### src/rtl/apac_pkg.sv
// Behaviour
// - Pulses per internal sample come from upper byte of slot pulse count register.
// - Internal samples are summed per slot; count set by 3-bit averaging fields.
// - Pulses behind one output equal pulse count times samples combined.
// - Results appear at internal sample rate divided by samples combined.
// - Four-bit chop pattern sets pulse polarity, repeated every four pulses.
// - Pattern 0xA inverts second and fourth pulses, first and third normal.
// - Inverted pulses are subtracted, normal pulses added, per math register.
// - Math fields bits 2:1 and 6:5 at b01 add pulse one, subtract two.
// - Math fields bits 9:8 and 11:10 at b01 add pulse three, subtract four.
// - Path value 0xB065 bypasses filter and integrator, inverting direct path.
// - Path value 0xAE65 bypasses only the band-pass filter.
// - Integrator acts as buffer when front-end bit 7 and math bit 7 set.
// - Front-end bit 9 selects buffer gain: 0 unity, 1 gain 0.7.
// - Direct mode converts channels one to four, conversions 1 us apart.
// - One slot may run direct mode while the other runs pulsed mode.
package apac_pkg;
  localparam int unsigned ADDR_W = 8;
  localparam int unsigned DATA_W = 16;
  localparam int unsigned ADC_W = 14;
  localparam int unsigned SAMPLE_W = 24;
  localparam int unsigned RESULT_W = 32;
  localparam int unsigned NUM_CH = 4;
  localparam int unsigned CLK_FREQ_MHZ = 125;
  localparam int unsigned CONV_GAP_NS = 1000;
  localparam int unsigned CONV_GAP_CYC = (CONV_GAP_NS * CLK_FREQ_MHZ + 999) / 1000;

  localparam logic [7:0] OFS_SAMPLE_FREQ = 8'h12;
  localparam logic [7:0] OFS_AVG_COUNT = 8'h15;
  localparam logic [7:0] OFS_A_CHOP = 8'h17;
  localparam logic [7:0] OFS_A_OFFSET_CH1 = 8'h18;
  localparam logic [7:0] OFS_A_OFFSET_CH4 = 8'h1B;
  localparam logic [7:0] OFS_B_CHOP = 8'h1D;
  localparam logic [7:0] OFS_B_OFFSET_CH1 = 8'h1E;
  localparam logic [7:0] OFS_B_OFFSET_CH4 = 8'h21;
  localparam logic [7:0] OFS_A_PULSE_COUNT = 8'h31;
  localparam logic [7:0] OFS_B_PULSE_COUNT = 8'h36;
  localparam logic [7:0] OFS_A_FRONTEND = 8'h42;
  localparam logic [7:0] OFS_A_PATH = 8'h43;
  localparam logic [7:0] OFS_B_FRONTEND = 8'h44;
  localparam logic [7:0] OFS_B_PATH = 8'h45;
  localparam logic [7:0] OFS_MATH = 8'h58;

  localparam logic [15:0] REG_RST_VAL = 16'h0000;
  localparam int unsigned PCOUNT_LSB = 8;
  localparam int unsigned AVG_A_LSB = 4;
  localparam int unsigned AVG_B_LSB = 8;
  localparam int unsigned CHOP_LSB = 0;
  localparam int unsigned MATH_A12_LSB = 1;
  localparam int unsigned MATH_B12_LSB = 5;
  localparam int unsigned MATH_A34_LSB = 8;
  localparam int unsigned MATH_B34_LSB = 10;
  localparam int unsigned MATH_BUF_BIT = 7;
  localparam int unsigned FE_BUF_BIT = 7;
  localparam int unsigned FE_GAIN_BIT = 9;
  localparam logic [15:0] PATH_BYPASS_ALL = 16'hB065;
  localparam logic [15:0] PATH_BYPASS_BPF = 16'hAE65;

  typedef enum logic [2:0] {
    ST_IDLE  = 3'b000,
    ST_START = 3'b001,
    ST_PULSE = 3'b010,
    ST_PWAIT = 3'b011,
    ST_CONV  = 3'b100,
    ST_CWAIT = 3'b101,
    ST_NEXT  = 3'b110
  } apac_state_t;
endpackage : apac_pkg

### src/rtl/apac_sample_acc.sv
`timescale 1ns/1ps
`default_nettype none
module apac_sample_acc
  import apac_pkg::*;
#(
  parameter int unsigned IN_W = apac_pkg::SAMPLE_W,
  parameter int unsigned OUT_W = apac_pkg::RESULT_W
) (
  input wire logic sys_clk_i,
  input wire logic rst_b_i,
  input wire logic ce_i,
  input wire logic sample_valid_i,
  input wire logic signed [IN_W-1:0] sample_i,
  input wire logic [2:0] avg_log2_i,
  output logic signed [OUT_W-1:0] result_o,
  output logic result_valid_o
);
  logic signed [OUT_W-1:0] sum_q;
  logic [7:0] count_q;
  logic [7:0] target;
  logic signed [OUT_W-1:0] sample_ext;
  logic [8:0] seen_q;

  assign target = 8'h01 << avg_log2_i;
  assign sample_ext = OUT_W'(sample_i);

  // Sum 2^n internal samples, emit one result per group
  always_ff @(posedge sys_clk_i) begin
    if (!rst_b_i) begin
      sum_q <= '0;
      count_q <= 8'h00;
      result_o <= '0;
      result_valid_o <= 1'b0;
    end else if (ce_i) begin
      result_valid_o <= 1'b0;
      if (sample_valid_i) begin
        if (count_q >= target - 8'h01) begin
          result_o <= sum_q + sample_ext;
          result_valid_o <= 1'b1;
          sum_q <= '0;
          count_q <= 8'h00;
        end else begin
          sum_q <= sum_q + sample_ext;
          count_q <= count_q + 8'h01;
        end
      end
    end
  end

  // Independent count of samples between results
  always_ff @(posedge sys_clk_i) begin
    if (!rst_b_i) begin
      seen_q <= 9'h000;
    end else if (ce_i) begin
      if (result_valid_o) begin
        seen_q <= {8'h00, sample_valid_i};
      end else if (sample_valid_i) begin
        seen_q <= seen_q + 9'h001;
      end
    end
  end
endmodule : apac_sample_acc
`default_nettype wire

### src/rtl/apac_top.sv
`timescale 1ns/1ps
`default_nettype none
module apac_top (
  input wire logic sys_clk_i,
  input wire logic rst_b_i,
  input wire logic ce_i,
  input wire logic reg_wr_i,
  input wire logic reg_rd_i,
  input wire logic [apac_pkg::ADDR_W-1:0] reg_addr_i,
  input wire logic [apac_pkg::DATA_W-1:0] reg_wdata_i,
  output logic [apac_pkg::DATA_W-1:0] reg_rdata_o,
  input wire logic sample_tick_i,
  input wire logic adc_valid_i,
  input wire logic [apac_pkg::ADC_W-1:0] adc_data_i,
  output logic pulse_start_o,
  output logic integ_invert_o,
  output logic conv_start_o,
  output logic [1:0] conv_chan_o,
  output logic slot_b_active_o,
  output logic bpf_bypass_o,
  output logic integ_bypass_o,
  output logic integ_buffer_o,
  output logic slot_buffer_gain_select_o,
  output logic busy_o,
  output logic signed [apac_pkg::RESULT_W-1:0] result_a_o,
  output logic result_a_valid_o,
  output logic signed [apac_pkg::RESULT_W-1:0] result_b_o,
  output logic result_b_valid_o
);
  import apac_pkg::*;

  logic [15:0] sample_freq_q;
  logic [15:0] avg_count_q;
  logic [15:0] chop_q [2];
  logic [15:0] pcount_q [2];
  logic [15:0] fe_q [2];
  logic [15:0] path_q [2];
  logic [15:0] math_q;
  logic [15:0] ofs_q [2][NUM_CH];

  apac_state_t state_q;
  logic slot_q;
  logic [7:0] pidx_q;
  logic [1:0] ch_q;
  logic [7:0] gap_q;
  logic got_q;
  logic signed [SAMPLE_W-1:0] acc_q;
  logic [1:0] smp_vld_q;
  logic signed [SAMPLE_W-1:0] smp_val_q;

  logic [3:0] cur_chop;
  logic [7:0] cur_pcount;
  logic [15:0] cur_fe;
  logic [15:0] cur_path;
  logic [1:0] cur_m12;
  logic [1:0] cur_m34;
  logic [15:0] cur_ofs;
  logic direct_mode;
  logic [1:0] pair_field;
  logic sub_now;
  logic signed [SAMPLE_W-1:0] adc_ext;
  logic signed [SAMPLE_W-1:0] conv_val;
  logic [1:0] b_idx;
  logic in_b_ofs;

  // Settings of the slot in progress
  always_comb begin
    cur_chop = chop_q[slot_q][CHOP_LSB +: 4];
    cur_pcount = pcount_q[slot_q][PCOUNT_LSB +: 8];
    cur_fe = fe_q[slot_q];
    cur_path = path_q[slot_q];
    cur_ofs = ofs_q[slot_q][ch_q];
    if (slot_q) begin
      cur_m12 = math_q[MATH_B12_LSB +: 2];
      cur_m34 = math_q[MATH_B34_LSB +: 2];
    end else begin
      cur_m12 = math_q[MATH_A12_LSB +: 2];
      cur_m34 = math_q[MATH_A34_LSB +: 2];
    end
  end

  assign direct_mode = (cur_path == PATH_BYPASS_ALL) || (cur_path == PATH_BYPASS_BPF);
  // Field bit 1 subtracts the odd pulse, bit 0 the even pulse of a pair
  assign pair_field = pidx_q[1] ? cur_m34 : cur_m12;
  assign sub_now = pidx_q[0] ? pair_field[0] : pair_field[1];
  assign adc_ext = SAMPLE_W'({1'b0, adc_data_i});
  assign conv_val = adc_ext - SAMPLE_W'($signed(cur_ofs));
  assign in_b_ofs = (reg_addr_i >= OFS_B_OFFSET_CH1) && (reg_addr_i <= OFS_B_OFFSET_CH4);
  assign b_idx = 2'(reg_addr_i - OFS_B_OFFSET_CH1);

  // Register writes
  always_ff @(posedge sys_clk_i) begin
    if (!rst_b_i) begin
      sample_freq_q <= REG_RST_VAL;
      avg_count_q <= REG_RST_VAL;
      math_q <= REG_RST_VAL;
      for (int s = 0; s < 2; s++) begin
        chop_q[s] <= REG_RST_VAL;
        pcount_q[s] <= REG_RST_VAL;
        fe_q[s] <= REG_RST_VAL;
        path_q[s] <= REG_RST_VAL;
        for (int c = 0; c < NUM_CH; c++) begin
          ofs_q[s][c] <= REG_RST_VAL;
        end
      end
    end else if (ce_i && reg_wr_i) begin
      if (reg_addr_i >= OFS_A_OFFSET_CH1 && reg_addr_i <= OFS_A_OFFSET_CH4) begin
        ofs_q[0][reg_addr_i[1:0]] <= reg_wdata_i;
      end
      if (in_b_ofs) begin
        ofs_q[1][b_idx] <= reg_wdata_i;
      end
      unique case (reg_addr_i)
        OFS_SAMPLE_FREQ: sample_freq_q <= reg_wdata_i;
        OFS_AVG_COUNT: avg_count_q <= reg_wdata_i;
        OFS_A_CHOP: chop_q[0] <= reg_wdata_i;
        OFS_B_CHOP: chop_q[1] <= reg_wdata_i;
        OFS_A_PULSE_COUNT: pcount_q[0] <= reg_wdata_i;
        OFS_B_PULSE_COUNT: pcount_q[1] <= reg_wdata_i;
        OFS_A_FRONTEND: fe_q[0] <= reg_wdata_i;
        OFS_B_FRONTEND: fe_q[1] <= reg_wdata_i;
        OFS_A_PATH: path_q[0] <= reg_wdata_i;
        OFS_B_PATH: path_q[1] <= reg_wdata_i;
        OFS_MATH: math_q <= reg_wdata_i;
        default: ;
      endcase
    end
  end

  // Register reads, unmapped reads return zero
  always_ff @(posedge sys_clk_i) begin
    if (!rst_b_i) begin
      reg_rdata_o <= 16'h0000;
    end else if (ce_i && reg_rd_i) begin
      if (reg_addr_i >= OFS_A_OFFSET_CH1 && reg_addr_i <= OFS_A_OFFSET_CH4) begin
        reg_rdata_o <= ofs_q[0][reg_addr_i[1:0]];
      end else if (in_b_ofs) begin
        reg_rdata_o <= ofs_q[1][b_idx];
      end else begin
        unique case (reg_addr_i)
          OFS_SAMPLE_FREQ: reg_rdata_o <= sample_freq_q;
          OFS_AVG_COUNT: reg_rdata_o <= avg_count_q;
          OFS_A_CHOP: reg_rdata_o <= chop_q[0];
          OFS_B_CHOP: reg_rdata_o <= chop_q[1];
          OFS_A_PULSE_COUNT: reg_rdata_o <= pcount_q[0];
          OFS_B_PULSE_COUNT: reg_rdata_o <= pcount_q[1];
          OFS_A_FRONTEND: reg_rdata_o <= fe_q[0];
          OFS_B_FRONTEND: reg_rdata_o <= fe_q[1];
          OFS_A_PATH: reg_rdata_o <= path_q[0];
          OFS_B_PATH: reg_rdata_o <= path_q[1];
          OFS_MATH: reg_rdata_o <= math_q;
          default: reg_rdata_o <= 16'h0000;
        endcase
      end
    end
  end

  // Slot sequencer: slot A then slot B on each sampling event
  always_ff @(posedge sys_clk_i) begin
    if (!rst_b_i) begin
      state_q <= ST_IDLE;
      slot_q <= 1'b0;
      pidx_q <= 8'h00;
      ch_q <= 2'b00;
      gap_q <= 8'h00;
      got_q <= 1'b0;
      acc_q <= '0;
      smp_vld_q <= 2'b00;
      smp_val_q <= '0;
      pulse_start_o <= 1'b0;
      integ_invert_o <= 1'b0;
      conv_start_o <= 1'b0;
      conv_chan_o <= 2'b00;
    end else if (ce_i) begin
      pulse_start_o <= 1'b0;
      conv_start_o <= 1'b0;
      smp_vld_q <= 2'b00;
      unique case (state_q)
        ST_IDLE: begin
          if (sample_tick_i) begin
            slot_q <= 1'b0;
            state_q <= ST_START;
          end
        end
        ST_START: begin
          acc_q <= '0;
          pidx_q <= 8'h00;
          ch_q <= 2'b00;
          if (direct_mode) begin
            state_q <= ST_CONV;
          end else if (cur_pcount == 8'h00) begin
            state_q <= ST_NEXT;
          end else begin
            state_q <= ST_PULSE;
          end
        end
        ST_PULSE: begin
          pulse_start_o <= 1'b1;
          integ_invert_o <= cur_chop[pidx_q[1:0]];
          state_q <= ST_PWAIT;
        end
        ST_PWAIT: begin
          if (adc_valid_i) begin
            acc_q <= sub_now ? acc_q - adc_ext : acc_q + adc_ext;
            if (pidx_q == cur_pcount - 8'h01) begin
              smp_vld_q[slot_q] <= 1'b1;
              smp_val_q <= sub_now ? acc_q - adc_ext : acc_q + adc_ext;
              state_q <= ST_NEXT;
            end else begin
              pidx_q <= pidx_q + 8'h01;
              state_q <= ST_PULSE;
            end
          end
        end
        ST_CONV: begin
          conv_start_o <= 1'b1;
          conv_chan_o <= ch_q;
          gap_q <= 8'(CONV_GAP_CYC - 2);
          got_q <= 1'b0;
          state_q <= ST_CWAIT;
        end
        ST_CWAIT: begin
          if (adc_valid_i && !got_q) begin
            got_q <= 1'b1;
            acc_q <= acc_q + conv_val;
          end
          if (gap_q != 8'h00) begin
            gap_q <= gap_q - 8'h01;
          end else if (got_q) begin
            if (ch_q == 2'(NUM_CH - 1)) begin
              smp_vld_q[slot_q] <= 1'b1;
              smp_val_q <= acc_q;
              state_q <= ST_NEXT;
            end else begin
              ch_q <= ch_q + 2'b01;
              state_q <= ST_CONV;
            end
          end
        end
        ST_NEXT: begin
          if (!slot_q) begin
            slot_q <= 1'b1;
            state_q <= ST_START;
          end else begin
            slot_q <= 1'b0;
            state_q <= ST_IDLE;
          end
        end
        default: state_q <= ST_IDLE;
      endcase
    end
  end

  // Analog path controls for the slot in progress
  always_ff @(posedge sys_clk_i) begin
    if (!rst_b_i) begin
      slot_b_active_o <= 1'b0;
      bpf_bypass_o <= 1'b0;
      integ_bypass_o <= 1'b0;
      integ_buffer_o <= 1'b0;
      slot_buffer_gain_select_o <= 1'b0;
      busy_o <= 1'b0;
    end else if (ce_i) begin
      slot_b_active_o <= slot_q;
      bpf_bypass_o <= direct_mode;
      integ_bypass_o <= (cur_path == PATH_BYPASS_ALL);
      integ_buffer_o <= cur_fe[FE_BUF_BIT] && math_q[MATH_BUF_BIT];
      slot_buffer_gain_select_o <= cur_fe[FE_GAIN_BIT];
      busy_o <= (state_q != ST_IDLE);
    end
  end

  apac_sample_acc #(
    .IN_W(SAMPLE_W),
    .OUT_W(RESULT_W)
  ) u_acc_a (
    .sys_clk_i(sys_clk_i),
    .rst_b_i(rst_b_i),
    .ce_i(ce_i),
    .sample_valid_i(smp_vld_q[0]),
    .sample_i(smp_val_q),
    .avg_log2_i(avg_count_q[AVG_A_LSB +: 3]),
    .result_o(result_a_o),
    .result_valid_o(result_a_valid_o)
  );

  apac_sample_acc #(
    .IN_W(SAMPLE_W),
    .OUT_W(RESULT_W)
  ) u_acc_b (
    .sys_clk_i(sys_clk_i),
    .rst_b_i(rst_b_i),
    .ce_i(ce_i),
    .sample_valid_i(smp_vld_q[1]),
    .sample_i(smp_val_q),
    .avg_log2_i(avg_count_q[AVG_B_LSB +: 3]),
    .result_o(result_b_o),
    .result_valid_o(result_b_valid_o)
  );

  // Cycles since the last conversion request
  logic [15:0] since_conv_q;
  always_ff @(posedge sys_clk_i) begin
    if (!rst_b_i) begin
      since_conv_q <= 16'h0000;
    end else if (ce_i && conv_start_o) begin
      since_conv_q <= 16'h0001;
    end else if (ce_i && since_conv_q != 16'hFFFF) begin
      since_conv_q <= since_conv_q + 16'h0001;
    end
  end
endmodule : apac_top
`default_nettype wire

### config.mk
export PLATFORM = sky130hd
export DESIGN_NAME = apac_top
export DESIGN_NICKNAME = d
export VERILOG_FILES = /design/src/rtl/apac_pkg.sv /design/src/rtl/apac_sample_acc.sv /design/src/rtl/apac_top.sv
export SDC_FILE = /design/constraint.sdc
export NUM_CORES = 1
export LEC_CHECK = 0
export ABC_AREA = 1
export BUFFER_PORTS_ARGS = -buffer_cell sky130_fd_sc_hd__buf_2
export CAP_MARGIN = 15
export CORE_MARGIN = 5
export CORE_UTILIZATION = 30
export CTS_CLUSTER_SIZE = 12
export DETAILED_ROUTE_END_ITERATION = 12
export PLACE_DENSITY = 0.45
export SYNTH_ARGS = -nofsm -noshare
export SYNTH_HDL_FRONTEND = slang
export SYNTH_SLANG_ARGS = --single-unit
### constraint.sdc
create_clock -name sys_clk_i -period 7.7 [get_ports sys_clk_i]
set_input_delay 0.77 -clock sys_clk_i [delete_from_list [all_inputs] [get_ports sys_clk_i]]
set_output_delay 0.77 -clock sys_clk_i [all_outputs]
set_load 0.005 [all_outputs]
==> results.cfg, run 1 <==
[cells_and_area]
mostFrequentLayoutCells = nand2_1, nor2_1, inv_1
final_common_cell = nand2_1
drive_gt1_share_pct = 8.07
regArea_mm2 = 0.0136
fillers = 11356
area_delta_synth_final_pct = 13.5
fin_area_mm2 = 0.0362
nets = 4484
multi_input_area_mm2 = 0.0157

[yosys]
ys_warn_count = 0
synthTopCellsByArea = edfxtp_1, dfxtp_1, nand2_1
synth-main-ff-cell = dfxtp_1
synth_edf_count = 256
yosysTopAreaCell = edfxtp_1
ys_seq_area_share_pct = 42.6
synth_top_area_share_pct = 24.1
avgSynthCellArea_um2 = 7.59
synth_cells = 4202
synth_cell_types = 59
synth-seq-cells = 551
synthArstFlopShare_pct = 0
synth_area_mm2 = 0.0319

[cts]
cts_buffers = 69
clock_latency_ns = 0.65
path_clk_slew_ns = 0.06
root_buffer = clkbuf_16
clock_sinks = 551
cts-htree-levels = 3
ctsHoldBuffers = 0
cts_resized = 0
cts_tree = built
cts_buffer_depth = 3
postCtsSetupRepairBufs = 0

[placement]
dpl_cell_area_mm2 = 0.0339
numPortBuffers = 137
dp_hpwl_um = 91000
place_congestion = 0.900

[worst_setup_path]
r2r_slack_ns = 2.85
cp.arrival_ns = 5.37
crit_required_ns = 8.22
cp_max_fo = 20
crit_type = reg -> reg
ff2ff_path_depth = 16
cp-start-kind = flip-flop
critPathCaptureType = flip-flop

[routing]
drt_iter0_drc = 2482
dr.pass1.iters = 5
drcViolationCount = 0
via_per_inst = 5.12
routed_wl_um = 124000
ant_nets = 0
wire_per_inst_um = 21.6
vias = 29300

[floorplanning]
rows = 119
die_y_um = 336
die_area_mm2 = 0.113
io_pins = 138
die_width_um = 336
initial_core_util_pct = 30.3
core_area_mm2 = 0.105

[flow_run]
drv_cap = 0

[timing]
relSlewSlack_pct = 26.9
fin_crit_ns = 4.85
drv_slew = 0
rsz0062_at_grt = false
fin_tns_setup_ns = 0
final-hold-violation-count = 0
timing.fmax_mhz = 206
fin_crit_sh_pct = 63.0
finalSetupViolCount = 0
fin_skew_ns = 0.0471
tightest_slew_ns = 1.09

[grt]
grt-ovfl-total = 0
grt_pass1_vias = 27390
antenna_found_initial = 2
grt_max_degree = 125
grt_first_pass_wirelength_um = 182000
grt_usage_pct = 21.3

[pwr]
powerDensity_mw_per_mm2 = 219
ir_drop_v = 0.000171
totalPowerFinal_uw = 7940
leakage_uw = 0.0151

[run_status]
outcome = finished clean

[hold_path]
whs_path_depth = 2
hold_path.class = reg -> reg
## final timing paths
check / start / to
setup / recovery: slot_q$_SDFFE_PN0P_ / smp_val_q[16]$_SDFFE_PN0P_
hold / removal: u_acc_b.result_o[21]$_SDFFE_PN0P_ / u_acc_b.result_o[21]$_SDFFE_PN0P_
setup reg to reg: slot_q$_SDFFE_PN0P_ / smp_val_q[16]$_SDFFE_PN0P_
hold reg to reg: u_acc_b.result_o[21]$_SDFFE_PN0P_ / u_acc_b.result_o[21]$_SDFFE_PN0P_
## per-layer routing
layer / up-vias / wire [um] / track usage (%) / part of all wire [%]
li1: 14324 / - / - / -
met1: 13824 / 56500 / 29.7 / 46
met2: 980 / 54400 / 33.4 / 44
met3: 172 / 7850 / 3.38 / 6.4
met4: 0 / 4810 / 7.92 / 3.9
met5: - / 0 / 0 / 0
## cell families (layout without fill, tap and decap cells)
logic type	Yosys count	in the layout	share of synthesized area (%)
adders and majority gates	159	159	6.64
xor gates and xnor gates	82	82	2.25
buffers and inverters	674	806	8.32
DFF	551	551	42.6
other	1	4	0.0118
AOI/OAI and AO/OA	1030	1030	17.7
and+or+nand+nor	1705	1705	22.5
## area by class of cell
class	count	share of cell area [%]
diodes	2	0.0138
clock buffers	94	5.31
clock inverters	32	1.05
inverters	501	5.23
multi-input cells	2978	43.2
flip-flops and latches	551	37.5
well taps	1391	4.81
repair buffers	179	2.81
## flip-flops by register name (all words and copies together) (netlist names), 24 cells and up, named ones only
| signal | cells |
|---|---|
| acc_q | 24 |
| chop_q | 32 |
| fe_q | 32 |
| ofs_q | 128 |
| path_q | 32 |
| pcount_q | 32 |
| smp_val_q | 24 |
| u_acc_a.result_o | 32 |
| u_acc_a.sum_q | 32 |
| u_acc_b.result_o | 32 |
| u_acc_b.sum_q | 32 |
## critical path: stages (launching register included)
cell and delay [ns]:
dfxtp_1 0.44, clkinv_1 0.29, o21ai_0 0.37, nand3_1 0.34
nand2_1 0.63, o21ai_0 0.36, fa_1 0.56, o21ai_1 0.37
a21oi_1 0.21, o21ai_0 0.48, nand2_1 0.14, nand2_1 0.10
nand2_1 0.06, nand2_1 0.07, nor2_1 0.05, nor3_1 0.17
nor2_1 0.06
## metrics by stage
stage,util [%],instances,hold WS [ns],setup WS [ns]
2_1_floorplan,-,4203,0.425,3.93
3_3_place_gp,32.2,5600,0.435,2.80
3_5_place_dp,32.2,5600,0.437,2.84
4_1_cts,34.4,5726,0.411,2.78
5_1_grt,34.4,5726,0.440,2.46
6_report,34.4,5728,0.446,2.85
## synthesized netlist by cell type (13+ instances only)
cell and instances:
buf_2 26, fa_1 17, o21ai_1 37, nand3_1 222, xor2_1 54, dfxtp_1 295
clkbuf_1 130, ha_1 142, o211ai_1 15, o22ai_1 44, a221oi_1 17, a31oi_1 30
nand4_1 46, xnor2_1 28, inv_1 484, nand2_1 705, o21ai_0 413, nor2_1 584
or2_2 23, nand2_2 14, a22oi_1 14, o2bb2ai_1 13, edfxtp_1 256, a21oi_1 380
nor3_1 49, nand3b_1 18
## power breakdown
group,internal (uW),total (uW),switching (uW)
logic,392,1360,965
clock network,1970,3360,1390
registers,3150,3220,71.3
total,5510,7940,2430
(Power assumes the default switching activity.)
==> run 2, diff against run 1 <==
==> constraint.sdc (replaced) <==
create_clock -name sys_clk_i -period 4.78 [get_ports sys_clk_i]
set_input_delay 0.478 -clock sys_clk_i [delete_from_list [all_inputs] [get_ports sys_clk_i]]
set_output_delay 0.478 -clock sys_clk_i [all_outputs]
set_load 0.005 [all_outputs]
==> run 2 against run 1 <==
Die area unchanged. Clock power is 58% higher. Critical endpoint unchanged. Clock skew shrank 0.012 ns. Via count is 0.90% higher. Utilization increased by 0.66 points.
==> results.cfg, run 2 (synthesis results as in run 1) <==
[timing]
finalSetupViolCount = 0
timing.fmax_mhz = 229
final-hold-violation-count = 0
tightest_slew_ns = 1.02
fin_tns_setup_ns = 0
fin_crit_sh_pct = 91.2
rsz0062_at_grt = false
fin_skew_ns = 0.0350
relSlewSlack_pct = 32.0
drv_slew = 0
fin_crit_ns = 4.36

[cells_and_area]
mostFrequentLayoutCells = nand2_1, nor2_1, inv_1
top_register = ofs_q
area_delta_synth_final_pct = 15.7
regArea_mm2 = 0.0136
final_common_cell = nand2_1
diodes = 0
fin_util_pct = 35.0
drive_gt1_share_pct = 10.0
largest_reg_flops = 128
multi_input_area_mm2 = 0.0157
fin_area_mm2 = 0.0369
fillers = 11384
nets = 4579

[worst_setup_path]
cp_max_fo = 19
r2r_slack_ns = 0.42
cp-startpoint = slot_q$_SDFFE_PN0P_
ff2ff_path_depth = 19
cp.arrival_ns = 4.87
crit_type = reg -> reg
crit_required_ns = 5.29
rr_startpoint = slot_q$_SDFFE_PN0P_
cp-start-kind = flip-flop
critPathCaptureType = flip-flop

[hold_path]
hold_path.class = in -> reg
whs_path_depth = 3
hp-start = reg_wdata_i[7]

[routing]
drcViolationCount = 0
dr.pass1.iters = 6
wire_per_inst_um = 21.3
vias = 29563
via_per_inst = 5.08
drt_iter0_drc = 2649
ant_nets = 0
routed_wl_um = 124000

[grt]
grt_usage_pct = 21.4
grt_pass1_vias = 28576
grt_first_pass_wirelength_um = 183000
grt_max_degree = 110
grt-ovfl-total = 0
antenna_found_initial = 6

[pwr]
ir_drop_v = 0.000238
leakage_uw = 0.0156
powerDensity_mw_per_mm2 = 349

[placement]
dpl_cell_area_mm2 = 0.0347
dp_hpwl_um = 92200
place_congestion = 0.908
numPortBuffers = 137

[run_status]
outcome = finished clean

[cts]
clock_sinks = 551
cts_resized = 0
cts_tree = built
path_clk_slew_ns = 0.06
clock_latency_ns = 0.65
cts_buffer_depth = 3
ctsHoldBuffers = 0
postCtsSetupRepairBufs = 0
cts-htree-levels = 3
cts_buffers = 70
root_buffer = clkbuf_16

[floorplanning]
rows = 119
die_y_um = 336
io_pins = 138
core_area_mm2 = 0.105
initial_core_util_pct = 30.3
die_area_mm2 = 0.113
die_width_um = 336

[flow_run]
drv_cap = 0
## run 2: changes by cell type in the layout (fill, tap and decap cells not counted), moves of 3 or more
cell       previous run  this run
buf_12                1         4
buf_4                42       133
bufinv_16             6         2
clkbuf_1             17        14
clkbuf_8              6         9
clkinv_1             11        17
clkinv_2             15         9
## run 2: area by class of cell
cell class,instances,share of cell area (%)
clock inverter,34,0.844
clock buffer,94,5.29
inverter,501,5.13
multi-input combinational,2978,42.4
timing repair buffer,273,4.76
sequential,551,36.8
tap,1391,4.71
## run 2: metrics by stage
step / worst slack [ns] / power (uW) / std cells / hold slack [ns]
6_report: 0.420 / 12900 / 5822 / 0.155
5_1_grt: 0.0271 / 13500 / 5822 / 0.144
4_1_cts: 0.489 / 13000 / 5822 / 0.110
3_5_place_dp: 0.569 / 7670 / 5694 / 0.436
3_3_place_gp: 0.551 / 7690 / 5694 / 0.435
2_1_floorplan: 1.01 / 6710 / 4203 / 0.425
## run 2: where the power goes
part / switching, uW / total (uW) / leakage [uW] / internal, uW
Clock: 2290 / 5310 / 0.00110 / 3010
Sequential: 104 / 5180 / 0.00481 / 5080
Combinational: 1630 / 2410 / 0.00967 / 785
Total: 4020 / 12900 / 0.0156 / 8880
## run 2: final timing paths
kind                                                          end
worst min-delay path                  avg_count_q[7]$_SDFFE_PN0P_
worst max register to register         smp_val_q[16]$_SDFFE_PN0P_
worst max-delay path                   smp_val_q[16]$_SDFFE_PN0P_
worst min register to register  u_acc_a.result_o[23]$_SDFFE_PN0P_
## run 2: critical path, stage by stage (launching register included)
cell and delay [ns]:
dfxtp_1 0.45, clkinv_1 0.28, o21ai_0 0.26, nand3_1 0.32, nand2_1 0.19, buf_4 0.24
o31ai_1 0.12, xor2_1 0.17, ha_1 0.42, nand2_1 0.08, o21ai_1 0.42, a21oi_1 0.24
o21ai_0 0.35, nand2_1 0.11, nand2_1 0.09, nand2_1 0.06, nand2_1 0.06, nor2_1 0.07
nor3_1 0.20, nor2_1 0.07
## run 2: metal layers
metal	part of all wire, %	wire length, um	GRT usage [%]	vias to the layer above
met3	5.1	6370	2.73	204
met4	3.7	4620	7.39	0
li1	-	-	-	14512
met2	46	57400	35.8	877
met1	45	55600	28.6	13970
met5	0	0	0	-
